===== config.mk =====
export PLATFORM = sky130hd
export DESIGN_NAME = expander_port_interrupt_logic
export DESIGN_NICKNAME = d
export VERILOG_FILES = /design/src/logic/expander_port_pkg.sv /design/src/logic/pin_level_sync.sv /design/src/logic/irq_pin_driver.sv /design/src/logic/expander_port_interrupt_logic.sv
export SDC_FILE = /design/constraint.sdc
export NUM_CORES = 1
export LEC_CHECK = 0
export BUFFER_PORTS_ARGS = -buffer_cell sky130_fd_sc_hd__buf_2
export CAP_MARGIN = 20
export CORE_UTILIZATION = 56
export DETAILED_ROUTE_END_ITERATION = 10
export PLACE_DENSITY_LB_ADDON = 0.2
export SKIP_CTS_REPAIR_TIMING = 1
export SLEW_MARGIN = 5
export SYNTH_ARGS = -nofsm -noshare
export SYNTH_HDL_FRONTEND = slang
export SYNTH_HIERARCHICAL = 1
export SYNTH_SLANG_ARGS = --single-unit

===== constraint.sdc =====
create_clock -name mclk_i -period 3.1 [get_ports mclk_i]
set_input_delay 0.62 -clock mclk_i [delete_from_list [all_inputs] [get_ports mclk_i]]
set_output_delay 0.62 -clock mclk_i [all_outputs]
set_load 0.01 [all_outputs]

===== src/logic/expander_port_pkg.sv =====
// shared constants and carrier types for the expander port and interrupt logic
package expander_port_pkg;

	// ----------------------------------------------------------------
	// register map
	// ----------------------------------------------------------------
	localparam logic [7:0] ADDR_INTERRUPT_FLAG = 8'h07;
	localparam logic [7:0] ADDR_INTERRUPT_CAPTURE = 8'h08;
	localparam logic [7:0] ADDR_PORT_PIN_LEVELS = 8'h09;
	localparam logic [7:0] ADDR_OUTPUT_LATCH = 8'h0A;

	// ----------------------------------------------------------------
	// reset values
	// ----------------------------------------------------------------
	localparam logic [7:0] RST_INTERRUPT_FLAG = 8'h00;
	localparam logic [7:0] RST_INTERRUPT_CAPTURE = 8'h00;
	localparam logic [7:0] RST_OUTPUT_LATCH = 8'h00;
	localparam logic [7:0] RST_READ_DATA = 8'h00;
	localparam logic [7:0] UNMAPPED_READ_DATA = 8'h00;

	// ----------------------------------------------------------------
	// pin input synchroniser
	// ----------------------------------------------------------------
	localparam int SYNC_STAGES = 3;

	// ----------------------------------------------------------------
	// carrier types
	// ----------------------------------------------------------------
	// one register access from the serial engine, rd and wr are one-cycle pulses
	typedef struct packed {
		logic rd;
		logic wr;
		logic [7:0] addr;
		logic [7:0] wdata;
	} reg_req_type;

	// per-pin configuration held by the neighbouring register set
	typedef struct packed {
		logic [7:0] dir_input;
		logic [7:0] pin_irq_enable;
		logic [7:0] compare_value;
		logic [7:0] compare_mode_select;
	} pin_cfg_type;

	// interrupt pin configuration bits of device_config
	typedef struct packed {
		logic open_drain_select;
		logic irq_polarity;
	} irq_cfg_type;

endpackage


===== src/logic/pin_level_sync.sv =====
// three-stage synchroniser with agreement filter for the port pins
`timescale 1ns/1ps
`default_nettype none

module pin_level_sync #(
	parameter int WIDTH = 8
) (
	input wire logic mclk_i,
	input wire logic rst_i,
	input wire logic [WIDTH-1:0] pins_i,
	output logic [WIDTH-1:0] level_o
);

	logic [WIDTH-1:0] s1_reg;
	logic [WIDTH-1:0] s2_reg;
	logic [WIDTH-1:0] s3_reg;
	logic [WIDTH-1:0] level_reg;
	logic [WIDTH-1:0] level_next;

	// a bit changes only once stages two and three agree
	always_comb begin
		for (int i = 0; i < WIDTH; i++) begin
			level_next[i] = (s2_reg[i] == s3_reg[i]) ? s3_reg[i] : level_reg[i];
		end
	end

	// shift chain, first stage feeds only the second
	always_ff @(posedge mclk_i or posedge rst_i) begin
		if (rst_i) begin
			s1_reg <= '0;
			s2_reg <= '0;
			s3_reg <= '0;
			level_reg <= '0;
		end else begin
			s1_reg <= pins_i;
			s2_reg <= s1_reg;
			s3_reg <= s2_reg;
			level_reg <= level_next;
		end
	end

	assign level_o = level_reg;

endmodule

`default_nettype wire


===== src/logic/irq_pin_driver.sv =====
// interrupt pin driver: push-pull with polarity, or open-drain
`timescale 1ns/1ps
`default_nettype none

module irq_pin_driver (
	input wire logic mclk_i,
	input wire logic rst_i,
	input wire logic active_i,
	input wire expander_port_pkg::irq_cfg_type cfg_i,
	output logic irq_out_o,
	output logic irq_oe_n_o
);

	logic out_reg;
	logic out_next;
	logic oe_n_reg;
	logic oe_n_next;

	// open-drain pulls low when active and ignores polarity
	always_comb begin
		if (cfg_i.open_drain_select) begin
			out_next = 1'b0;
			oe_n_next = ~active_i;
		end else begin
			out_next = cfg_i.irq_polarity ? active_i : ~active_i;
			oe_n_next = 1'b0;
		end
	end

	// pin released during reset
	always_ff @(posedge mclk_i or posedge rst_i) begin
		if (rst_i) begin
			out_reg <= 1'b0;
			oe_n_reg <= 1'b1;
		end else begin
			out_reg <= out_next;
			oe_n_reg <= oe_n_next;
		end
	end

	assign irq_out_o = out_reg;
	assign irq_oe_n_o = oe_n_reg;

endmodule

`default_nettype wire


===== src/logic/expander_port_interrupt_logic.sv =====
// port data registers and interrupt-on-change logic of the expander
`timescale 1ns/1ps
`default_nettype none

module expander_port_interrupt_logic #(
	parameter int WIDTH = 8
) (
	input wire logic mclk_i,
	input wire logic rst_i,
	input wire logic [WIDTH-1:0] port_pins_i,
	input wire expander_port_pkg::reg_req_type reg_req_i,
	input wire expander_port_pkg::pin_cfg_type pin_cfg_i,
	input wire expander_port_pkg::irq_cfg_type irq_cfg_i,
	output logic [WIDTH-1:0] reg_rdata_o,
	output logic [WIDTH-1:0] port_out_o,
	output logic [WIDTH-1:0] port_oe_n_o,
	output logic irq_pending_o,
	output logic irq_out_o,
	output logic irq_oe_n_o
);

	// ----------------------------------------------------------------
	// declarations
	// ----------------------------------------------------------------
	// pins are trusted once the synchroniser has filled and settled
	localparam int SETTLE_CYCLES = expander_port_pkg::SYNC_STAGES + 2;
	localparam int SETTLE_BITS = $clog2(SETTLE_CYCLES + 1);
	logic [WIDTH-1:0] pin_level;
	logic [WIDTH-1:0] cond;
	logic [WIDTH-1:0] mismatch_value;
	logic [WIDTH-1:0] mismatch_ref;
	logic read_clear;
	logic latch_write;
	logic sel_flag;
	logic sel_capture;
	logic sel_port;
	logic sel_latch;
	logic accept;
	logic raise;
	logic settled;
	logic [WIDTH-1:0] ref_take;

	logic pending_reg;
	logic pending_next;
	logic [WIDTH-1:0] flag_reg;
	logic [WIDTH-1:0] flag_next;
	logic [WIDTH-1:0] capture_reg;
	logic [WIDTH-1:0] capture_next;
	logic [WIDTH-1:0] ref_reg;
	logic [WIDTH-1:0] ref_next;
	logic [SETTLE_BITS-1:0] settle_cnt_reg;
	logic [SETTLE_BITS-1:0] settle_cnt_next;
	logic [WIDTH-1:0] latch_reg;
	logic [WIDTH-1:0] latch_next;
	logic [WIDTH-1:0] rdata_reg;
	logic [WIDTH-1:0] rdata_next;

	// ----------------------------------------------------------------
	// helpers
	// ----------------------------------------------------------------
	// true when the access targets the given register
	function automatic logic hits(input logic [7:0] addr, input logic [7:0] target);
		hits = (addr == target);
	endfunction

	// ----------------------------------------------------------------
	// pin input path
	// ----------------------------------------------------------------
	pin_level_sync #(
		.WIDTH(WIDTH)
	) u_sync (
		.mclk_i(mclk_i),
		.rst_i(rst_i),
		.pins_i(port_pins_i),
		.level_o(pin_level)
	);

	// ----------------------------------------------------------------
	// access decode
	// ----------------------------------------------------------------
	// one select per register, shared by the clear, write and read paths
	assign sel_flag = hits(reg_req_i.addr, expander_port_pkg::ADDR_INTERRUPT_FLAG);
	assign sel_capture = hits(reg_req_i.addr, expander_port_pkg::ADDR_INTERRUPT_CAPTURE);
	assign sel_port = hits(reg_req_i.addr, expander_port_pkg::ADDR_PORT_PIN_LEVELS);
	assign sel_latch = hits(reg_req_i.addr, expander_port_pkg::ADDR_OUTPUT_LATCH);
	// reads of capture or port clear the interrupt, writes never do
	assign read_clear = reg_req_i.rd && (sel_capture || sel_port);
	// port and latch writes both land in the latch
	assign latch_write = reg_req_i.wr && (sel_port || sel_latch);

	// ----------------------------------------------------------------
	// interrupt condition
	// ----------------------------------------------------------------
	// per-pin mismatch in both modes, then mode select and gating
	always_comb begin
		mismatch_value = pin_level ^ pin_cfg_i.compare_value;
		mismatch_ref = pin_level ^ ref_reg;
		cond = (pin_cfg_i.compare_mode_select & mismatch_value) |
			(~pin_cfg_i.compare_mode_select & mismatch_ref);
		cond = cond & pin_cfg_i.pin_irq_enable & pin_cfg_i.dir_input;
		if (!settled) begin
			cond = '0; // synchroniser still filling after reset
		end
	end

	// pins that move their reference when they raise
	assign ref_take = cond & ~pin_cfg_i.compare_mode_select;

	// ----------------------------------------------------------------
	// settle counter
	// ----------------------------------------------------------------
	// counts out the synchroniser fill so no false change follows reset
	always_comb begin
		settle_cnt_next = settle_cnt_reg;
		if (!settled) begin
			settle_cnt_next = settle_cnt_reg + SETTLE_BITS'(1);
		end
	end

	// settle count register
	always_ff @(posedge mclk_i or posedge rst_i) begin
		if (rst_i) begin
			settle_cnt_reg <= '0;
		end else begin
			settle_cnt_reg <= settle_cnt_next;
		end
	end

	// counter stops at its end value
	assign settled = (settle_cnt_reg == SETTLE_BITS'(SETTLE_CYCLES));

	// ----------------------------------------------------------------
	// interrupt state
	// ----------------------------------------------------------------
	// a new interrupt is taken when idle or in the clearing cycle, set wins
	assign accept = !pending_reg || read_clear;
	assign raise = accept && (|cond);

	// pending flag behind the interrupt pin
	always_comb begin
		pending_next = pending_reg;
		if (raise) begin
			pending_next = 1'b1;
		end else if (read_clear) begin
			pending_next = 1'b0;
		end
	end

	// pending register
	always_ff @(posedge mclk_i or posedge rst_i) begin
		if (rst_i) begin
			pending_reg <= 1'b0;
		end else begin
			pending_reg <= pending_next;
		end
	end

	// flags gather while pending, restart from the raising pins
	always_comb begin
		flag_next = flag_reg;
		if (!accept) begin
			flag_next = flag_reg | cond;
		end else if (read_clear || raise) begin
			flag_next = cond;
		end
	end

	// flag register
	always_ff @(posedge mclk_i or posedge rst_i) begin
		if (rst_i) begin
			flag_reg <= expander_port_pkg::RST_INTERRUPT_FLAG;
		end else begin
			flag_reg <= flag_next;
		end
	end

	// capture frozen except on a raising edge
	always_comb begin
		capture_next = capture_reg;
		if (raise) begin
			capture_next = pin_level;
		end
	end

	// capture register
	always_ff @(posedge mclk_i or posedge rst_i) begin
		if (rst_i) begin
			capture_reg <= expander_port_pkg::RST_INTERRUPT_CAPTURE;
		end else begin
			capture_reg <= capture_next;
		end
	end

	// reference follows the pins until settled, then moves only for raising pins
	always_comb begin
		ref_next = ref_reg;
		for (int i = 0; i < WIDTH; i++) begin
			if (!settled) begin
				ref_next[i] = pin_level[i];
			end else if (raise && ref_take[i]) begin
				ref_next[i] = pin_level[i];
			end
		end
	end

	// reference register
	always_ff @(posedge mclk_i or posedge rst_i) begin
		if (rst_i) begin
			ref_reg <= '0;
		end else begin
			ref_reg <= ref_next;
		end
	end

	// ----------------------------------------------------------------
	// output latch and read data
	// ----------------------------------------------------------------
	// latch takes port and latch writes
	always_comb begin
		latch_next = latch_reg;
		if (latch_write) begin
			latch_next = reg_req_i.wdata;
		end
	end

	// latch register
	always_ff @(posedge mclk_i or posedge rst_i) begin
		if (rst_i) begin
			latch_reg <= expander_port_pkg::RST_OUTPUT_LATCH;
		end else begin
			latch_reg <= latch_next;
		end
	end

	// registered read mux, data stands until the next read
	always_comb begin
		rdata_next = rdata_reg;
		if (reg_req_i.rd) begin
			if (sel_flag) begin
				rdata_next = flag_reg;
			end else if (sel_capture) begin
				rdata_next = capture_reg;
			end else if (sel_port) begin
				rdata_next = pin_level;
			end else if (sel_latch) begin
				rdata_next = latch_reg;
			end else begin
				rdata_next = expander_port_pkg::UNMAPPED_READ_DATA;
			end
		end
	end

	// read data register
	always_ff @(posedge mclk_i or posedge rst_i) begin
		if (rst_i) begin
			rdata_reg <= expander_port_pkg::RST_READ_DATA;
		end else begin
			rdata_reg <= rdata_next;
		end
	end

	// ----------------------------------------------------------------
	// outputs
	// ----------------------------------------------------------------
	// data outputs straight from registers, enables from direction
	assign reg_rdata_o = rdata_reg;
	assign port_out_o = latch_reg;
	assign port_oe_n_o = pin_cfg_i.dir_input;
	assign irq_pending_o = pending_reg;

	// registered interrupt pin stage
	irq_pin_driver u_irq (
		.mclk_i(mclk_i),
		.rst_i(rst_i),
		.active_i(pending_reg),
		.cfg_i(irq_cfg_i),
		.irq_out_o(irq_out_o),
		.irq_oe_n_o(irq_oe_n_o)
	);

endmodule

`default_nettype wire


# After elaboration in Yosys (flattened, before gate mapping)

Index checks and enable logic that the tools add are counted.
W data, S select, Z words.

$add $sub $neg: 1
Eq/ne operators: 22
Mux-type cells: 28
Bitwise gates (word level): 11
Reductions and logical operators: 18

Operators with widths:

| kind                  | count |
|---|---|
| $mux W8               | 7 |
| $and A8 B8 Y8         | 5 |
| $eq A8 B4 Y1 const B  | 3 |
| $mux W1               | 21 |
| $ne A2 B1 Y1 const B  | 9 |
| $or A8 B8 Y8          | 2 |
| $xor A8 B8 Y8         | 2 |
| $logic_and A1 B1 Y1   | 11 |
| $eq A1 B1 Y1          | 8 |
| $eq A8 B3 Y1 const B  | 1 |
| $not A8 Y8            | 1 |
| $reduce_or A8 Y1      | 1 |
| $logic_or A1 B1 Y1    | 4 |
| $add A3 B1 Y3 const B | 1 |
| $eq A3 B3 Y1 const B  | 1 |
| $reduce_bool A2 Y1    | 1 |
| $logic_not A1 Y1      | 1 |
| $not A1 Y1            | 1 |

Register bits after elaboration: 78
Output and inout port bits: 27

# Longest topological paths before layout

Gate-level depths: netlist of run 1.

Depth in word-level cells: 11
Mapped depth: 7
Depth with buffers taken out: 5

# By module

The synthesis of run 1 kept the hierarchy.

Modules (own cells, without submodules):

| module                        | instances | cells each | area each (µm²) |
|---|---|---|---|
| expander_port_interrupt_logic | 1         | 228        | 2,442.3 |
| pin_level_sync                | 1         | 41         | 894.6 |
| irq_pin_driver                | 1         | 6          | 76.3 |

# Worst setup path before layout of run 1

OpenSTA, ideal clock, no wires.

Kind: input -> register
Start point: input port reg_req_i[15] in the netlist's numbering
End point: register rdata_reg[0], in the netlist reg_rdata_o[0]
Arrival: 2.277 ns
Required time: 2.975 ns
Path slack: 0.698 ns
Cell stages on the path: 7
Buffers on the path: 2
Cells stage by stage: or4_4 > or4_4 > buf_6 > buf_6 > nor2_2 > a31oi_1 > mux2_2

Word-level cells in the longest chain between the ends: 5
Elaborated cells on any way between the ends: 8

Ends and longest elaborated chain:

| element                | line                                 | source |
|---|---|---|
| start: declaration     | expander_port_interrupt_logic.sv:11  | `input wire expander_port_pkg::reg_req_type reg_req_i,` |
| $eq A8 B4 Y1           | expander_port_interrupt_logic.sv:63  | `hits = (addr == target);` |
| $mux W8                | expander_port_interrupt_logic.sv:245 | `end else if (sel_latch) begin` |
| $mux W8                | expander_port_interrupt_logic.sv:243 | `end else if (sel_port) begin` |
| $mux W8                | expander_port_interrupt_logic.sv:241 | `end else if (sel_capture) begin` |
| $mux W8 *              | expander_port_interrupt_logic.sv:239 | `if (sel_flag) begin` |
| end signal: assignment | expander_port_interrupt_logic.sv:256 | `rdata_reg <= expander_port_pkg::RST_READ_DATA;` |
| end signal: assignment | expander_port_interrupt_logic.sv:258 | `rdata_reg <= rdata_next;` |
| end: declaration       | expander_port_interrupt_logic.sv:55  | `logic [WIDTH-1:0] rdata_reg;` |

Every way passes the cells marked *; elsewhere a longest branch is shown, timed or not.
A chain may end at the register's enable or synchronous reset.

# Worst setup path after layout of run 1

Start point: input port reg_req_i[15] in the netlist's numbering
End point: register capture_reg[5]

Word-level cells in the longest chain between the ends: 5
Elaborated cells on any way between the ends: 6

Ends and longest elaborated chain:

| element                | line                                 | source |
|---|---|---|
| $eq A8 B4 Y1           | expander_port_interrupt_logic.sv:63  |  |
| $logic_or A1 B1 Y1 *   | expander_port_interrupt_logic.sv:87  | `assign read_clear = reg_req_i.rd && (sel_capture \|\| sel_port);` |
| $logic_and A1 B1 Y1 *  | expander_port_interrupt_logic.sv:87  |  |
| $logic_or A1 B1 Y1 *   | expander_port_interrupt_logic.sv:136 | `assign accept = !pending_reg \|\| read_clear;` |
| $logic_and A1 B1 Y1 *  | expander_port_interrupt_logic.sv:137 | `assign raise = accept && (\|cond);` |
| end signal: assignment | expander_port_interrupt_logic.sv:188 | `capture_reg <= expander_port_pkg::RST_INTERRUPT_CAPTURE;` |
| end signal: assignment | expander_port_interrupt_logic.sv:190 | `capture_reg <= capture_next;` |
| end: declaration       | expander_port_interrupt_logic.sv:47  | `logic [WIDTH-1:0] capture_reg;` |

Marks and branches as above.

==> flow_summary.json, run 1 <==
{
  "viasPerCell": 5.40,
  "place_congestion": 0.768,
  "core_area_sq_um": 5890,
  "synth_area_sq_um": 3410,
  "antennaDiodeCount": 0,
  "worstPathRequired_ns": 3.33,
  "path_buf_inv": 1,
  "avgSynthCellArea_sq_um": 12.4,
  "use_met1_pct": 31.3,
  "die_h_microns": 80.1,
  "ios": 89,
  "use_met3_pct": 5.91,
  "hpwlAfterDp_microns": 5040,
  "setup_tns_ns": 0,
  "grt_overflow": 0,
  "ff_latch_area_sq_um": 1950,
  "reg2reg_depth": 5,
  "clockBufferDepth": 2,
  "power_density_nw_per_um2": 537,
  "cts_sinks": 78,
  "cp_max_fo": 10,
  "synth_fp_nets": 339,
  "synthCells": 275,
  "max_stage_delay_ns": 0.52,
  "clk_pin_slew_worst_paths_ns": 0.07,
  "fin_nets": 430,
  "clk_latency_ns": 0.35,
  "rows": 28,
  "fp.dieW_microns": 80.1,
  "drv_cap": 0,
  "grtUsageMet2_pct": 37.4,
  "arrival_ns": 2.53,
  "slowest_stage": "a211oi_4",
  "cts_max_level": 3,
  "drv_slew": 0,
  "grt_pass1_wl_microns": 11200,
  "critPathLaunchType": "input port",
  "ys_types": 35,
  "grt_pass1_vias": 2368,
  "critPathKind": "in -> reg",
  "hp-class": "in -> async",
  "drt-wirelength-per-cell_microns": 15.3,
  "vias": 2405,
  "synth-async-reset-ratio_pct": 100,
  "path_cells": "buf_2 > nor4_2 > nand4_2 > and2_1 > a211oi_4 > mux2_2",
  "ir_drop_mv": 0.299,
  "cts_tree": "built",
  "design_area_sq_um": 4100,
  "hold_viol": 0,
  "ys_ff_latch": 78,
  "ys_seq_area_share_pct": 57.2,
  "final_antenna_net_count": 0,
  "worstMarginPinSlew_ns": 0.922,
  "drt_iter0_drc": 117,
  "grt_max_degree": 45,
  "pre_cts_slack_ns": 0.450,
  "skew_ns": 0.00498,
  "rsz0062_at_grt": "no",
  "grt_most_used_layer": "met2",
  "setup_slack_ns": 0.802,
  "routed_wl_microns": 6810,
  "fillCellCount": 457,
  "slew_headroom_pct": 38.4,
  "dieArea_sq_um": 6410,
  "dpl_cell_area_sq_um": 3890,
  "max_freq_ghz": 0.435,
  "grt_usage_pct": 23.7,
  "drcViolationCount": 0,
  "setup_viol": 0,
  "period_share_pct": 74.1,
  "cts_root_buffer": "clkbuf_8",
  "io_buffers": 88,
  "r2r_slack_ns": 1.00,
  "worstReg2RegEnd": "capture_reg[5]$_DFFE_PP0P_",
  "numCtsBuffers": 9,
  "multiInputGateArea_sq_um": 1340,
  "yosysWarnings": 6,
  "leakagePower_nw": 1.99,
  "drive_gt1_share_pct": 43.8,
  "rr_startpoint": "ref_reg[1]$_DFFE_PP0P_",
  "start_util_pct": 58.0,
  "utilization_pct": 69.6,
  "syn_to_final_growth_pct": 20.0,
  "synth_edf_count": 0,
  "critPathTopFamily": "simple AND/OR/NAND/NOR gates",
  "status": "complete, no violations",
  "grt_antenna_before_repair": 0,
  "worstSetupEndpointType": "register",
  "first_pass_iters": 4,
  "synth-main-ff-cell": "dfrtp_1",
  "fin_crit_ns": 2.30
}
==> worst register-to-register path: stages (launching register included) <==
cell	delay, ns
dfrtp_1	0.39
mux2i_1	0.21
mux2i_1	0.15
nor4_1	0.66
a211oi_4	0.24
mux2_2	0.33
==> metal layers <==
| metal | vias to the layer above | routed length, microns |
|---|---|---|
| met4 | 0 | 127 |
| li1 | 1157 | - |
| met5 | - | 0 |
| met3 | 12 | 259 |
| met1 | 1180 | 3080 |
| met2 | 56 | 3340 |
==> final cells by class <==
cell class / instances / share of cell area (%)
Sequential cell: 78 / 47.7
Multi-Input combinational cell: 177 / 32.7
Timing Repair Buffer: 94 / 11.9
Clock buffer: 10 / 3.12
Tap cell: 75 / 2.29
Clock inverter: 5 / 1.83
Inverter: 6 / 0.550
==> worst max path at each step <==
stage                     depth (start not counted)           from                    endpoint
after CTS                                         6  reg_req_i[15]  capture_reg[5]$_DFFE_PP0P_
after global placement                            6  reg_req_i[15]  capture_reg[2]$_DFFE_PP0P_
after global routing                              6  reg_req_i[15]  capture_reg[5]$_DFFE_PP0P_
final                                             6  reg_req_i[15]  capture_reg[5]$_DFFE_PP0P_
after detailed placement                          6  reg_req_i[15]  capture_reg[0]$_DFFE_PP0P_
after floorplan                                   7  reg_req_i[15]  reg_rdata_o[0]$_DFFE_PP0P_
==> cell families (layout without fill, tap and decap cells) <==
logic type               count (synthesis)  in the layout  share of synthesized area [%]
multiplexers                            48             48                           15.2
AO/OA/AOI/OAI                           36             36                           7.26
adder cells (fa/ha/maj)                 10             10                           3.37
AND/OR/NAND/NOR                         80             80                           12.6
buffers and inverters                   20            115                           3.56
XOR/XNOR                                 3              3                          0.770
flip-flops                              78             78                           57.2
==> cell usage in the layout, fill, tap and decap left out, types with 2 or more instances in the layout <==
cell       instances
buf_2             88
dfrtp_1           77
nand2_1           35
mux2_2            32
mux2i_1           16
nor2_1            11
clkbuf_8           9
nand3b_1           8
nand3_1            8
o21ai_0            8
a22oi_1            8
a31oi_1            8
o31ai_1            8
maj3_2             8
buf_4              6
inv_1              5
nor4_2             4
clkinv_2           3
nor4_1             2
and2_1             2
or4_4              2
nor2_2             2
xor2_1             2
a21oi_1            2
ha_1               2
bufinv_16          2
==> per-stage QoR <==
step | power (mW) | hold slack [ns] | std cells
after floorplan | 1.31 | 0.331 | 275
after global placement | 1.40 | 0.334 | 430
after detailed placement | 1.42 | 0.336 | 430
after CTS | 2.21 | 0.125 | 445
after global routing | 2.29 | 0.134 | 445
final | 2.20 | 0.135 | 445
==> synth_stat cells, types with 2 or more instances <==
library cell | n | area (sq um)
nand3_1 | 8 | 40.0
nand3b_1 | 8 | 60.1
nor2_1 | 11 | 41.3
o31ai_1 | 8 | 60.1
mux2_2 | 32 | 360
nand2_1 | 35 | 131
and2_1 | 2 | 12.5
nor2_2 | 2 | 12.5
mux2i_1 | 16 | 160
o21ai_0 | 8 | 40.0
a21oi_1 | 2 | 10.0
a31oi_1 | 8 | 50.1
nor4_1 | 2 | 12.5
or4_4 | 2 | 22.5
inv_1 | 6 | 22.5
buf_6 | 2 | 22.5
maj3_2 | 8 | 90.1
ha_1 | 2 | 25.0
a22oi_1 | 8 | 60.1
clkbuf_1 | 3 | 11.3
nor4_2 | 4 | 50.1
xor2_1 | 2 | 17.5
buf_4 | 8 | 60.1
dfrtp_1 | 77 | 1930
==> where the power goes <==
group | internal (mW) | switching (mW) | total, mW | leakage [nW]
Sequential | 1.10 | 0.0595 | 1.16 | 0.930
Combinational | 0.123 | 0.111 | 0.233 | 0.951
Clock | 0.445 | 0.358 | 0.804 | 0.106
Note: power is estimated with default switching activity, not from simulation.
==> run 2, diff against run 1 <==
Settings changed: CORE_UTILIZATION 56 to 47.
Clock period 3.1 ns to 1.96 ns, I/O delays scaled along.
==> run 2 against run 1 <==
  * Flip-flop and latch count unchanged
  * Utilization decreased by 4.3 points
  * Setup slack got worse by 0.80 ns
  * Worst hold slack improved by 0.0082 ns
  * Global-route usage decreased by 3.3 points
  * Clock skew increased by 0.0054 ns
  * Largest cell class unchanged
==> flow_summary.json, run 2 (same netlist as run 1, synthesis figures left out) <==
{
  "ios": 89,
  "internal-power_mw": 2.70,
  "power_density_nw_per_um2": 788,
  "rows": 30,
  "rr_startpoint": "ref_reg[5]$_DFFE_PP0P_",
  "hold-path-cell-count": 1,
  "setup_tns_ns": 0,
  "rsz0062_at_grt": "yes",
  "place_inst": 484,
  "setup_viol": 0,
  "skew_ns": 0.0104,
  "cts_root_buffer": "clkbuf_8",
  "p_comb_share_pct": 14.4,
  "worstPathRequired_ns": 2.19,
  "worstSetupEndpointType": "register",
  "fin_nets": 465,
  "grt_usage_pct": 20.4,
  "grt_pass1_vias": 2477,
  "cts_max_level": 3,
  "io_buffers": 88,
  "fp.dieW_microns": 87.2,
  "drcViolationCount": 0,
  "numCtsBuffers": 9,
  "dieArea_sq_um": 7610,
  "vias": 2522,
  "min_from": "port_pins_i[4]",
  "grt_antenna_before_repair": 0,
  "fin_crit_ns": 1.96,
  "reg2reg_depth": 6,
  "ir_drop_mv": 0.407,
  "r2r_slack_ns": 0.003,
  "drive_gt1_share_pct": 51.0,
  "antennaDiodeCount": 0,
  "status": "complete, no violations",
  "dpl_cell_area_sq_um": 4200,
  "syn_to_final_growth_pct": 32.2,
  "min_to": "u_sync/s1_reg[4]$_DFF_PP0_",
  "drt-wirelength-per-cell_microns": 14.3,
  "clk_pin_slew_worst_paths_ns": 0.08,
  "power_frac_clock_pct": 34.2,
  "die_h_microns": 87.2,
  "design_area_sq_um": 4510,
  "clk_latency_ns": 0.35,
  "worstMarginPinSlew_ns": 0.448,
  "grt_overflow": 0,
  "grt_pass1_wl_microns": 11500,
  "arrival_ns": 2.19,
  "cts_sinks": 78,
  "critPathKind": "reg -> reg",
  "slew_headroom_pct": 70.0,
  "pre_cts_slack_ns": -0.273,
  "critPathLaunchType": "register",
  "viasPerCell": 5.02,
  "p_sw_share_pct": 24.2,
  "place_congestion": 0.721,
  "core_area_sq_um": 6910,
  "setup_slack_ns": 0.00315,
  "max_freq_ghz": 0.511,
  "grt_max_degree": 33,
  "leakagePower_nw": 2.16,
  "hpwlAfterDp_microns": 5280,
  "netSwitchingPower_mw": 0.859,
  "start_util_pct": 49.4,
  "drv_cap": 0,
  "final_antenna_net_count": 0,
  "cp_max_fo": 8,
  "period_share_pct": 99.8,
  "layout_common_cells": "buf_2 (88), dfrtp_1 (77), buf_4 (38)",
  "worstReg2RegEnd": "capture_reg[7]$_DFFE_PP0P_",
  "layout_commonest_cell": "buf_2",
  "first_pass_iters": 4,
  "clockBufferDepth": 2,
  "layout.cells.non_filler": 502,
  "power_frac_seq_pct": 51.3,
  "hold_viol": 0,
  "hp-class": "in -> reg",
  "drt_iter0_drc": 99,
  "routed_wl_microns": 7170,
  "cts_tree": "built",
  "drv_slew": 0
}
## run 2: cell type report
cell class,count,area (sq um)
Fill cell,597,2390
Sequential cell,78,1950
Multi-Input combinational cell,177,1440
Timing Repair Buffer,129,776
Clock buffer,13,159
Tap cell,96,120
Clock inverter,3,42.5
Inverter,6,22.5
## run 2: worst max path at each step
stage	depth (start not counted)	slack (ns)	to	from
after floorplan	7	-0.21	reg_rdata_o[0]$_DFFE_PP0P_	reg_req_i[15]
after global placement	6	-0.21	reg_rdata_o[4]$_DFFE_PP0P_	reg_req_i[15]
after detailed placement	8	-0.27	capture_reg[3]$_DFFE_PP0P_	pin_cfg_i[4]
after CTS	7	-0.09	capture_reg[0]$_DFFE_PP0P_	ref_reg[4]$_DFFE_PP0P_
after global routing	6	-0.06	capture_reg[0]$_DFFE_PP0P_	ref_reg[6]$_DFFE_PP0P_
final	6	0.003	capture_reg[7]$_DFFE_PP0P_	ref_reg[5]$_DFFE_PP0P_
## run 2: per-stage QoR
step	utilization, %	hold slack, ns	power, mW
CTS	63.7	-0.105	3.52
global placement	60.8	0.268	2.29
finish	65.3	0.143	3.56
detailed placement	60.8	0.272	2.31
floorplan	-	0.132	2.07
global route	65.3	0.123	3.72
## run 2: layer usage
metal  part of all wire, %  global-route usage (%)
met5                     0                       0
met3                   3.2                    4.83
met4                   1.4                    7.90
met1                    46                    25.5
met2                    49                    34.5
## run 2: power by group through the flow
stage               Clock (mW)  Sequential, mW  Combinational [mW]
floorplan                    0            1.85               0.226
global placement             0            1.85               0.443
detailed placement           0            1.85               0.455
CTS                       1.24            1.82               0.457
global route              1.31            1.84               0.561
finish                    1.22            1.83               0.514
## run 2: worst max-delay path, stage by stage, from the launching register on
cell and delay, ns:
dfrtp_1 0.38, mux2i_1 0.21, mux2i_2 0.37, nor4_4 0.11, a211oi_4 0.29, buf_12 0.18
mux2_4 0.30
